File: src/common/pfc_consts.vh
// Offsets, field positions, codes and reset values for pin function control
// Assumes an 8-bit register port with 16-bit addresses.
`ifndef PFC_CONSTS_VH
`define PFC_CONSTS_VH
`define PFC_ADDR_LOCAL 16'h003f
`define PFC_ADDR_PRI 16'h0040
`define PFC_ADDR_SEC 16'h0041
`define PFC_ADDR_XFER 16'h000f
`define PFC_LOCAL_DIS_BIT 7
`define PFC_GLOB_HI 7
`define PFC_GLOB_LO 6
`define PFC_B0_HI 5
`define PFC_B0_LO 3
`define PFC_A0_HI 2
`define PFC_A0_LO 0
`define PFC_SECB_HI 7
`define PFC_SECB_LO 4
`define PFC_SECA_HI 3
`define PFC_SECA_LO 0
`define PFC_RST_LOCAL 8'h00
`define PFC_RST_PRI 8'h3f
`define PFC_RST_SEC 8'h00
`define PFC_GLOB_FULLOFF 2'h0
`define PFC_GLOB_STANDBY 2'h1
`define PFC_GLOB_OFF 2'h2
`define PFC_PRI_ALERT 3'h0
`define PFC_PRI_LMFC 3'h1
`define PFC_PRI_SEC 3'h6
`define PFC_PRI_DIS 3'h7
`define PFC_SEC_NCO 4'h0
`define PFC_SEC_XFER 4'h1
`define PFC_SEC_LEAD 4'h8
`define PFC_SEC_FOLLOW 4'h9
`define PFC_XFER_CYCLES 4'h2
`endif

File: src/logic/pfc_pin_function_control.v
// Pin function control: power-down pin gating and A0/B0 pin roles
// Assumes a single-cycle register port on core_clk; pins are asynchronous.
// Functional notes
// - Local disable bit ignores power-down pin
// - Field 00: pin means full power-down
// - Field 01: pin means standby
// - Field 10: pin ignored
// - Enabled pin overrides register power mode
// - B0 selector: LMFC, secondary, disabled
// - A0 selector: fast-detect, LMFC, secondary, disabled
// - Disabled pin is pulled-down input; reset disabled
// - B0 secondary used only under code 110
// - Secondary 0000 NCO select, 0001 transfer
// - 1000 lead trigger out, 1001 follower in
// - Transfer copies pending values; register bit self-clears
// - A0 secondary offers same choices
`include "pfc_consts.vh"
module pfc_pin_function_control
(
   input wire core_clk,
   input wire reset,
   input wire regWrite,
   input wire regRead,
   input wire [15:0] regAddr,
   input wire [7:0] regWdata,
   output reg [7:0] regRdata_r,
   input wire powerdown_standby_pin,
   input wire [1:0] regPowerMode,
   output reg [1:0] powerMode_r,
   output reg chipPowerDown_r,
   output reg chipStandby_r,
   input wire overrange_alert_output,
   input wire lmfcPulse,
   input wire lead_next_trigger_out,
   input wire multipurpose_pin_a_zero_in,
   output wire multipurpose_pin_a_zero_out,
   output wire multipurpose_pin_a_zero_oe,
   output wire pinAPullDown,
   input wire multipurpose_pin_b_zero_in,
   output wire multipurpose_pin_b_zero_out,
   output wire multipurpose_pin_b_zero_oe,
   output wire pinBPullDown,
   output reg ncoChannelSel_r,
   output reg follower_next_trigger_in_r,
   output reg transferStrobe_r,
   input wire transferDone
);
   localparam [1:0] PM_FULLOFF = 2'h3;
   localparam [1:0] PM_STANDBY = 2'h2;

   reg [7:0] localGate_r;
   reg [7:0] pinCtlPri_r;
   reg [7:0] pinCtlSec_r;
   reg xferBit_r;
   reg [1:0] pdSync_r;
   reg [1:0] aSync_r;
   reg [1:0] bSync_r;
   reg xferInPrev_r;
   wire pinActive;
   wire pdEnabled;
   wire [1:0] globalFn;
   wire aNco;
   wire aXfer;
   wire aFollow;
   wire bNco;
   wire bXfer;
   wire bFollow;
   wire xferIn;
   wire xferRequest;

   // Address match shared by every write and the transfer request
   function addrHit;
      input [15:0] addr;
      input [15:0] target;
      begin
         addrHit = (addr == target);
      end
   endfunction

   assign globalFn = pinCtlPri_r[`PFC_GLOB_HI:`PFC_GLOB_LO];
   assign pdEnabled = ~localGate_r[`PFC_LOCAL_DIS_BIT] &
      ((globalFn == `PFC_GLOB_FULLOFF) |
      (globalFn == `PFC_GLOB_STANDBY));
   assign pinActive = pdEnabled & pdSync_r[1];

   always @(posedge core_clk or posedge reset)
   begin
      if (reset)
      begin
         pdSync_r <= 2'h0;
         aSync_r <= 2'h0;
         bSync_r <= 2'h0;
      end
      else
      begin
         pdSync_r <= {pdSync_r[0], powerdown_standby_pin};
         aSync_r <= {aSync_r[0], multipurpose_pin_a_zero_in};
         bSync_r <= {bSync_r[0], multipurpose_pin_b_zero_in};
      end
   end

   // Pin wins over register power mode
   always @(posedge core_clk or posedge reset)
   begin
      if (reset)
      begin
         powerMode_r <= 2'h0;
         chipPowerDown_r <= 1'b0;
         chipStandby_r <= 1'b0;
      end
      else if (pinActive)
      begin
         chipPowerDown_r <= (globalFn == `PFC_GLOB_FULLOFF);
         chipStandby_r <= (globalFn == `PFC_GLOB_STANDBY);
         powerMode_r <= (globalFn == `PFC_GLOB_FULLOFF) ? PM_FULLOFF :
            PM_STANDBY;
      end
      else
      begin
         chipPowerDown_r <= 1'b0;
         chipStandby_r <= 1'b0;
         powerMode_r <= regPowerMode;
      end
   end

   pfc_pin_role roleA
   (
      .primarySel(pinCtlPri_r[`PFC_A0_HI:`PFC_A0_LO]),
      .secondarySel(pinCtlSec_r[`PFC_SECA_HI:`PFC_SECA_LO]),
      .alertAllowed(1'b1),
      .overrangeAlert(overrange_alert_output),
      .lmfcPulse(lmfcPulse),
      .leadTrigger(lead_next_trigger_out),
      .pinOut(multipurpose_pin_a_zero_out),
      .pinOe(multipurpose_pin_a_zero_oe),
      .pinPullDown(pinAPullDown),
      .ncoSelRole(aNco),
      .xferRole(aXfer),
      .followRole(aFollow)
   );

   // B0 has no fast-detect role, so code 000 leaves it pulled down
   pfc_pin_role roleB
   (
      .primarySel(pinCtlPri_r[`PFC_B0_HI:`PFC_B0_LO]),
      .secondarySel(pinCtlSec_r[`PFC_SECB_HI:`PFC_SECB_LO]),
      .alertAllowed(1'b0),
      .overrangeAlert(overrange_alert_output),
      .lmfcPulse(lmfcPulse),
      .leadTrigger(lead_next_trigger_out),
      .pinOut(multipurpose_pin_b_zero_out),
      .pinOe(multipurpose_pin_b_zero_oe),
      .pinPullDown(pinBPullDown),
      .ncoSelRole(bNco),
      .xferRole(bXfer),
      .followRole(bFollow)
   );

   assign xferIn = (aXfer & aSync_r[1]) | (bXfer & bSync_r[1]);
   // Rising edge of pin trigger or register bit starts a transfer
   assign xferRequest = (xferIn & ~xferInPrev_r) |
      (regWrite & addrHit(regAddr, `PFC_ADDR_XFER) & regWdata[0]);

   always @(posedge core_clk or posedge reset)
   begin
      if (reset)
      begin
         xferInPrev_r <= 1'b0;
         ncoChannelSel_r <= 1'b0;
         follower_next_trigger_in_r <= 1'b0;
         transferStrobe_r <= 1'b0;
      end
      else
      begin
         xferInPrev_r <= xferIn;
         ncoChannelSel_r <= (aNco & aSync_r[1]) | (bNco & bSync_r[1]);
         // Follower input supplied by the neighbouring lead device
         follower_next_trigger_in_r <= (aFollow & aSync_r[1]) |
            (bFollow & bSync_r[1]);
         // One cycle only; copy logic must act on it at once
         transferStrobe_r <= xferRequest;
      end
   end

   always @(posedge core_clk or posedge reset)
   begin
      if (reset)
      begin
         localGate_r <= `PFC_RST_LOCAL;
         pinCtlPri_r <= `PFC_RST_PRI;
         pinCtlSec_r <= `PFC_RST_SEC;
         xferBit_r <= 1'b0;
      end
      else
      begin
         if (regWrite & addrHit(regAddr, `PFC_ADDR_LOCAL))
            localGate_r <= {regWdata[7], 7'h00};
         if (regWrite & addrHit(regAddr, `PFC_ADDR_PRI))
            pinCtlPri_r <= regWdata;
         if (regWrite & addrHit(regAddr, `PFC_ADDR_SEC))
            pinCtlSec_r <= regWdata;
         // Set wins over the completion clear
         if (regWrite & addrHit(regAddr, `PFC_ADDR_XFER) & regWdata[0])
            xferBit_r <= 1'b1;
         else if (transferDone)
            xferBit_r <= 1'b0;
      end
   end

   always @(posedge core_clk or posedge reset)
   begin
      if (reset)
         regRdata_r <= 8'h00;
      else if (regRead)
      begin
         case (regAddr)
            `PFC_ADDR_LOCAL: regRdata_r <= localGate_r;
            `PFC_ADDR_PRI: regRdata_r <= pinCtlPri_r;
            `PFC_ADDR_SEC: regRdata_r <= pinCtlSec_r;
            `PFC_ADDR_XFER: regRdata_r <= {7'h00, xferBit_r};
            default: regRdata_r <= 8'h00;
         endcase
      end
   end
endmodule

File: src/logic/pfc_pin_role.v
// Per-pin role decoder: primary and secondary selector to pin behaviour
// Assumes selector values are stable register outputs.
`include "pfc_consts.vh"
module pfc_pin_role
(
   input wire [2:0] primarySel,
   input wire [3:0] secondarySel,
   input wire alertAllowed,
   input wire overrangeAlert,
   input wire lmfcPulse,
   input wire leadTrigger,
   output reg pinOut,
   output reg pinOe,
   output reg pinPullDown,
   output reg ncoSelRole,
   output reg xferRole,
   output reg followRole
);
   always @*
   begin
      pinOut = 1'b0;
      pinOe = 1'b0;
      pinPullDown = 1'b0;
      ncoSelRole = 1'b0;
      xferRole = 1'b0;
      followRole = 1'b0;
      case (primarySel)
         `PFC_PRI_ALERT:
         begin
            // Only the A0 pin carries the overrange alert
            pinOe = alertAllowed;
            pinOut = alertAllowed & overrangeAlert;
            pinPullDown = ~alertAllowed;
         end
         `PFC_PRI_LMFC:
         begin
            pinOe = 1'b1;
            pinOut = lmfcPulse;
         end
         `PFC_PRI_SEC:
         begin
            // Secondary only consulted under code 110
            case (secondarySel)
               `PFC_SEC_NCO: ncoSelRole = 1'b1;
               `PFC_SEC_XFER: xferRole = 1'b1;
               `PFC_SEC_LEAD:
               begin
                  pinOe = 1'b1;
                  pinOut = leadTrigger;
               end
               `PFC_SEC_FOLLOW: followRole = 1'b1;
               default: pinPullDown = 1'b1;
            endcase
         end
         default: pinPullDown = 1'b1;
      endcase
   end
endmodule

File: config.mk
export PLATFORM = sky130hd
export DESIGN_NAME = pfc_pin_function_control
export DESIGN_NICKNAME = d
export VERILOG_FILES = /design/src/logic/pfc_pin_function_control.v /design/src/logic/pfc_pin_role.v
export VERILOG_INCLUDE_DIRS = /design/src /design/src/common
export SDC_FILE = /design/constraint.sdc
export NUM_CORES = 1
export LEC_CHECK = 0
export ABC_AREA = 1
export BUFFER_PORTS_ARGS = -buffer_cell sky130_fd_sc_hd__buf_2
export CAP_MARGIN = 20
export CORE_MARGIN = 5
export CORE_UTILIZATION = 35
export CTS_CLUSTER_DIAMETER = 60
export DETAILED_ROUTE_END_ITERATION = 6
export SLEW_MARGIN = 20
export SYNTH_ARGS = -nofsm -noshare
export SYNTH_HDL_FRONTEND = slang
export SYNTH_SLANG_ARGS = --single-unit
File: constraint.sdc
create_clock -name core_clk -period 1.7 [get_ports core_clk]
set_input_delay 0.34 -clock core_clk [delete_from_list [all_inputs] [get_ports core_clk]]
set_output_delay 0.34 -clock core_clk [all_outputs]
set_load 0.02 [all_outputs]
Word level (Yosys, flattened, before mapping)
Index checks and enable logic that the tools add are counted.
W data, S select, Z words.
{ "totals": {"reg_bits": 40, "wordCells": 90} }
{ "op_classes": {"n_eq_ne": 15, "mux": 31, "n_bitwise": 21, "reduce_logical": 8} }
{ "op_table": {"columns": ["operator", "n"], "rows": [
  ["$eq A16 B7 Y1 const B", 2],
  ["$pmux W8 S4", 1],
  ["$mux W1", 23],
  ["$eq A16 B4 Y1 const B", 1],
  ["$eq A16 B6 Y1 const B", 1],
  ["$eq A4 B4 Y1 const B", 4],
  ["$and A1 B1 Y1", 14],
  ["$pmux W1 S2", 5],
  ["$eq A4 B1 Y1 const B", 2],
  ["$logic_not A4 Y1", 2],
  ["$reduce_or A4 Y1", 2],
  ["$eq A3 B1 Y1 const B", 2],
  ["$eq A3 B3 Y1 const B", 2],
  ["$or A1 B1 Y1", 5],
  ["$logic_not A3 Y1", 1],
  ["$pmux W1 S3", 1],
  ["$eq A2 B1 Y1 const B", 1],
  ["$logic_not A2 Y1", 1],
  ["$mux W2", 1],
  ["$not A1 Y1", 2],
  ["$reduce_bool A2 Y1", 1],
  ["$reduce_or A2 Y1", 1]
]} }

Logic depth before layout (Yosys ltp)
{ "depth": {"word_depth": 7, "depth_mapped": 9, "mapped_depth_nobuf": 8} }

Cells and area by module
Synthesis repeated with hierarchy kept, for this count alone.
{ "unflattened": {"hier_cells": 264, "hier_area_um2": 2090.8} }
{ "modules_own_cells": {"columns": ["module", "n_inst", "cells_per_inst", "area_per_inst_um2", "seq_area_each_um2"], "rows": [
  ["pfc_pin_function_control", 1, 190, 1735.4, 1008.5],
  ["pfc_pin_role", 2, 37, 177.7, 0.0]
]} }

Least setup slack after synthesis
Ideal clock, no wire load.
{ "synth_path": {"path_type": "flip-flop to output port", "from": "register pinCtlPri_r[4]", "to": "output multipurpose_pin_b_zero_out", "arrival_time_ps": 1427, "slack_ps": -67, "stages_incl_launch_ff": 5, "path_buffers": 0, "cell_sequence": "dfstp_2 -> inv_1 -> nor3_1 -> nand4_1 -> o22ai_1"} }
{ "synth_between": {"elab_chain_len": 2, "elab_cells_between_ends": 3} }
{ "synth_lines": {"columns": ["element", "line", "rtl"], "rows": [
  ["start: declaration", "pfc_pin_function_control.v:52", "reg [7:0] pinCtlPri_r;"],
  ["start signal: assignment", "pfc_pin_function_control.v:190", "pinCtlPri_r <= `PFC_RST_PRI;"],
  ["start signal: assignment", "pfc_pin_function_control.v:199", "pinCtlPri_r <= regWdata;"],
  ["$eq A3 B3 Y1 or $eq A3 B1 Y1 (tied branches)", "pfc_pin_role.v:27", "case (primarySel)"],
  ["$pmux W1 S2 *", "pfc_pin_role.v:27", null],
  ["end: declaration", "pfc_pin_function_control.v:40", "output wire multipurpose_pin_b_zero_out,"]
]} }
Mark *: on every way between the ends. The rest lies on a longest branch, timed or not.

Worst setup path after layout
{ "layout_path": {"from": "register pinCtlPri_r[2]", "to": "output multipurpose_pin_a_zero_oe"} }
{ "layout_between": {"elab_chain_len": 3, "elab_cells_between_ends": 5} }
{ "layout_lines": {"columns": ["element", "line", "rtl"], "rows": [
  ["$eq A3 B1 Y1 or $logic_not A3 Y1 (tied branches)", "pfc_pin_role.v:27", null],
  ["$reduce_or A2 Y1 (no line)", null, null],
  ["$pmux W1 S2 *", "pfc_pin_role.v:27", null],
  ["end: declaration", "pfc_pin_function_control.v:37", "output wire multipurpose_pin_a_zero_oe,"]
]} }
Marks and branches as above.

==> impl_metrics.ini <==
[status]
status = finished with violations
failed_checks = setup timing

[placed_design]
place_hpwl_mm = 3.44
place_ws_ps = 58.6
placed_cells = 358
port_buffers = 57
finalWeightedCongestion = 0.903

[critical_path]
crit_type = reg2out
regToRegSetupSlack_ps = 290
r2r_end = transferStrobe_r
reg2reg_depth = 8
worst_setup_path_end_kind = output pin
path_max_fanout = 3
start_kind = flop
cp.required_ps = 1360
crit_arrival_ps = 1510
r2r-start = pinCtlPri_r[2]

[final_layout]
final_cells = 375
ff_latch_area_um2 = 1010
fin_nets = 339
area_delta_synth_final_pct = 33.5
antenna_cells = 0
drive_gt1_frac = 0.389
fillers = 553
post-route-util = 0.475
multi_input_area_um2 = 873

[drt]
wl_met3_um = 358
dr.pass1.iters = 4
viasPerCell = 4.58
drtIter0Drc = 57
routed.top_layer = met4
routed-wl-met2_mm = 2.29
wl_met1_mm = 1.93
vias = 1717
routed_wl_mm = 4.69
antenna_left = 0
drc = 0
wl_per_cell_um = 12.5

[logic_synthesis]
yosysWarnings = 0
syn_avg_cell_area_um2 = 8.51
synthCells = 229
synth-seq-cells = 40
syn_nets = 266
netlist_area_um2 = 1950
yosysSeqAreaShare = 0.518
yosys.cell_types.count = 25

[timing]
drv_slew = 0
hold_viol_final = 0
finalCritPeriodShare = 1.09
grt_setup_unrepaired = true
worstMarginPinSlew_ps = 494
hold_slack_ps = 144
finalCriticalPeriod_ps = 1850
fmax_ghz = 0.540
worst_slack_ps = -152
fin_skew_ps = 2.48
maxSlewHeadroom = 0.671
final-setup-viol-count = 6

[hold_path]
whs_path_depth = 1
hp-start = powerdown_standby_pin
hp-class = in2reg
holdPathEnd = pdSync_r[0]

[floorplan]
pin_count = 58
dieWidth_um = 84.6
die_h_um = 84.6
start_util = 0.356
rows = 27
die_area_um2 = 7160
core_um2 = 5470

[clock_network]
clk_path_buf_depth = 2
cts-root-buf = clkbuf_8
clk-insertion-delay-late_ps = 290
clock_sinks = 40
numCtsBuffers = 5
cts_tree = built
clkTransAtPathRegs_ps = 70
cts-htree-levels = 2

[grt]
grt_overflow = 0
antenna_found_initial = 0
grt_pass1_wl_mm = 7.81
grt_max_degree = 41
grt_pass1_vias = 1777
grt_usage = 0.137

[power_and_ir_drop]
peakVddDrop_mv = 0.577
leakagePower_nw = 1.43
power_density_nw_per_um2 = 661

[job]
max-cap-violations = 0
==> registers in the layout, summed over array words and instances, names as in the netlist, 2 cells and up <==
register     count
aSync_r          2
bSync_r          2
pdSync_r         2
pinCtlPri_r      8
pinCtlSec_r      8
powerMode_r      2
regRdata_r       8
==> cells in the mapped netlist, drive strengths merged <==
cell type | count | area share
nand2 | 69 | 0.15
dfrtp | 34 | 0.44
inv | 30 | 0.058
o21ai | 29 | 0.080
nor2 | 26 | 0.091
nand3 | 19 | 0.049
dfstp | 6 | 0.081
nand4 | 4 | 0.013
nor3 | 4 | 0.010
buf | 3 | 0.017
a31oi | 1 | 0.0032
clkbuf | 1 | 0.0019
o221ai | 1 | 0.0045
o22ai | 1 | 0.0032
o31ai | 1 | 0.0039
==> worst max-delay path, cell delays in order, from the launching register on <==
cell and delay, ps:
dfstp_2 560, inv_4 50, nor3_4 190, nand2_2 90, buf_4 140, nand3_2 70, buf_6 120
==> cells by family (layout without fill, tap and decap cells) <==
logic type | count (synthesis) | after routing | share of synthesized area
flip-flops | 40 | 40 | 0.518
buffers and inverters | 34 | 108 | 0.0771
AND/OR/NAND/NOR | 122 | 122 | 0.310
AO/OA/AOI/OAI | 33 | 33 | 0.0951
==> what timing repair did <==
action,CTS,global route
setup buffers,8,1
setup endpoints to repair,6,6
hold buffers,0,0
gates resized for setup,28,4
pin swaps,8,3
==> per-layer routing <==
metal | vias up | track usage
met3 | 9 | 0.0510
met4 | 0 | 0.0604
met2 | 50 | 0.225
met5 | - | 0
met1 | 784 | 0.159
li1 | 874 | -
==> final cells by class <==
class / instances / area share
sequential: 40 / 0.388
multi-input combinational: 155 / 0.336
clock buffer: 6 / 0.0318
tap: 72 / 0.0346
timing repair buffer: 70 / 0.162
clock inverter: 2 / 0.00385
inverter: 30 / 0.0443
==> per-stage QoR <==
| step | instance area, um2 | total power, mW | setup TNS [ps] |
|---|---|---|---|
| after floorplan | 1960 | 1.03 | 0 |
| after global placement | 2330 | 1.09 | 0 |
| after detailed placement | 2330 | 1.09 | 0 |
| after CTS | 2580 | 1.74 | -630 |
| after global routing | 2600 | 1.80 | -1120 |
| final | 2600 | 1.72 | -695 |
==> how the worst max path moves through the flow <==
stage	startpoint	end	slack, ps	depth (start not counted)
global route	pinCtlPri_r[2]	multipurpose_pin_a_zero_oe	-230	6
global placement	pinCtlPri_r[1]	multipurpose_pin_a_zero_out	60	5
detailed placement	pinCtlPri_r[1]	multipurpose_pin_a_zero_out	60	5
finish	pinCtlPri_r[2]	multipurpose_pin_a_zero_oe	-150	6
floorplan	pinCtlPri_r[4]	multipurpose_pin_b_zero_out	40	4
CTS	pinCtlPri_r[4]	multipurpose_pin_b_zero_out	-170	5
==> power by group <==
| part | total (mW) | internal, mW | leakage [nW] | switching [mW] |
|---|---|---|---|---|
| registers | 0.964 | 0.962 | 0.467 | 0.00289 |
| logic | 0.108 | 0.0419 | 0.913 | 0.0665 |
| clock network | 0.646 | 0.323 | 0.0510 | 0.323 |
==> layout by cell type, fill, tap and decap left out, types with 3 or more instances in the layout <==
cell	n
nor2_1	18
nor2_8	4
nor3_4	3
dfstp_2	6
inv_1	26
nand2_2	7
nor2_2	3
o21ai_2	4
buf_2	51
dfrtp_1	34
o21ai_1	18
buf_4	13
buf_6	6
nand2_1	60
nand4_1	4
clkbuf_8	6
inv_2	3
o21ai_0	7
nand3_1	17
Power figures use the tool's default switching activity.
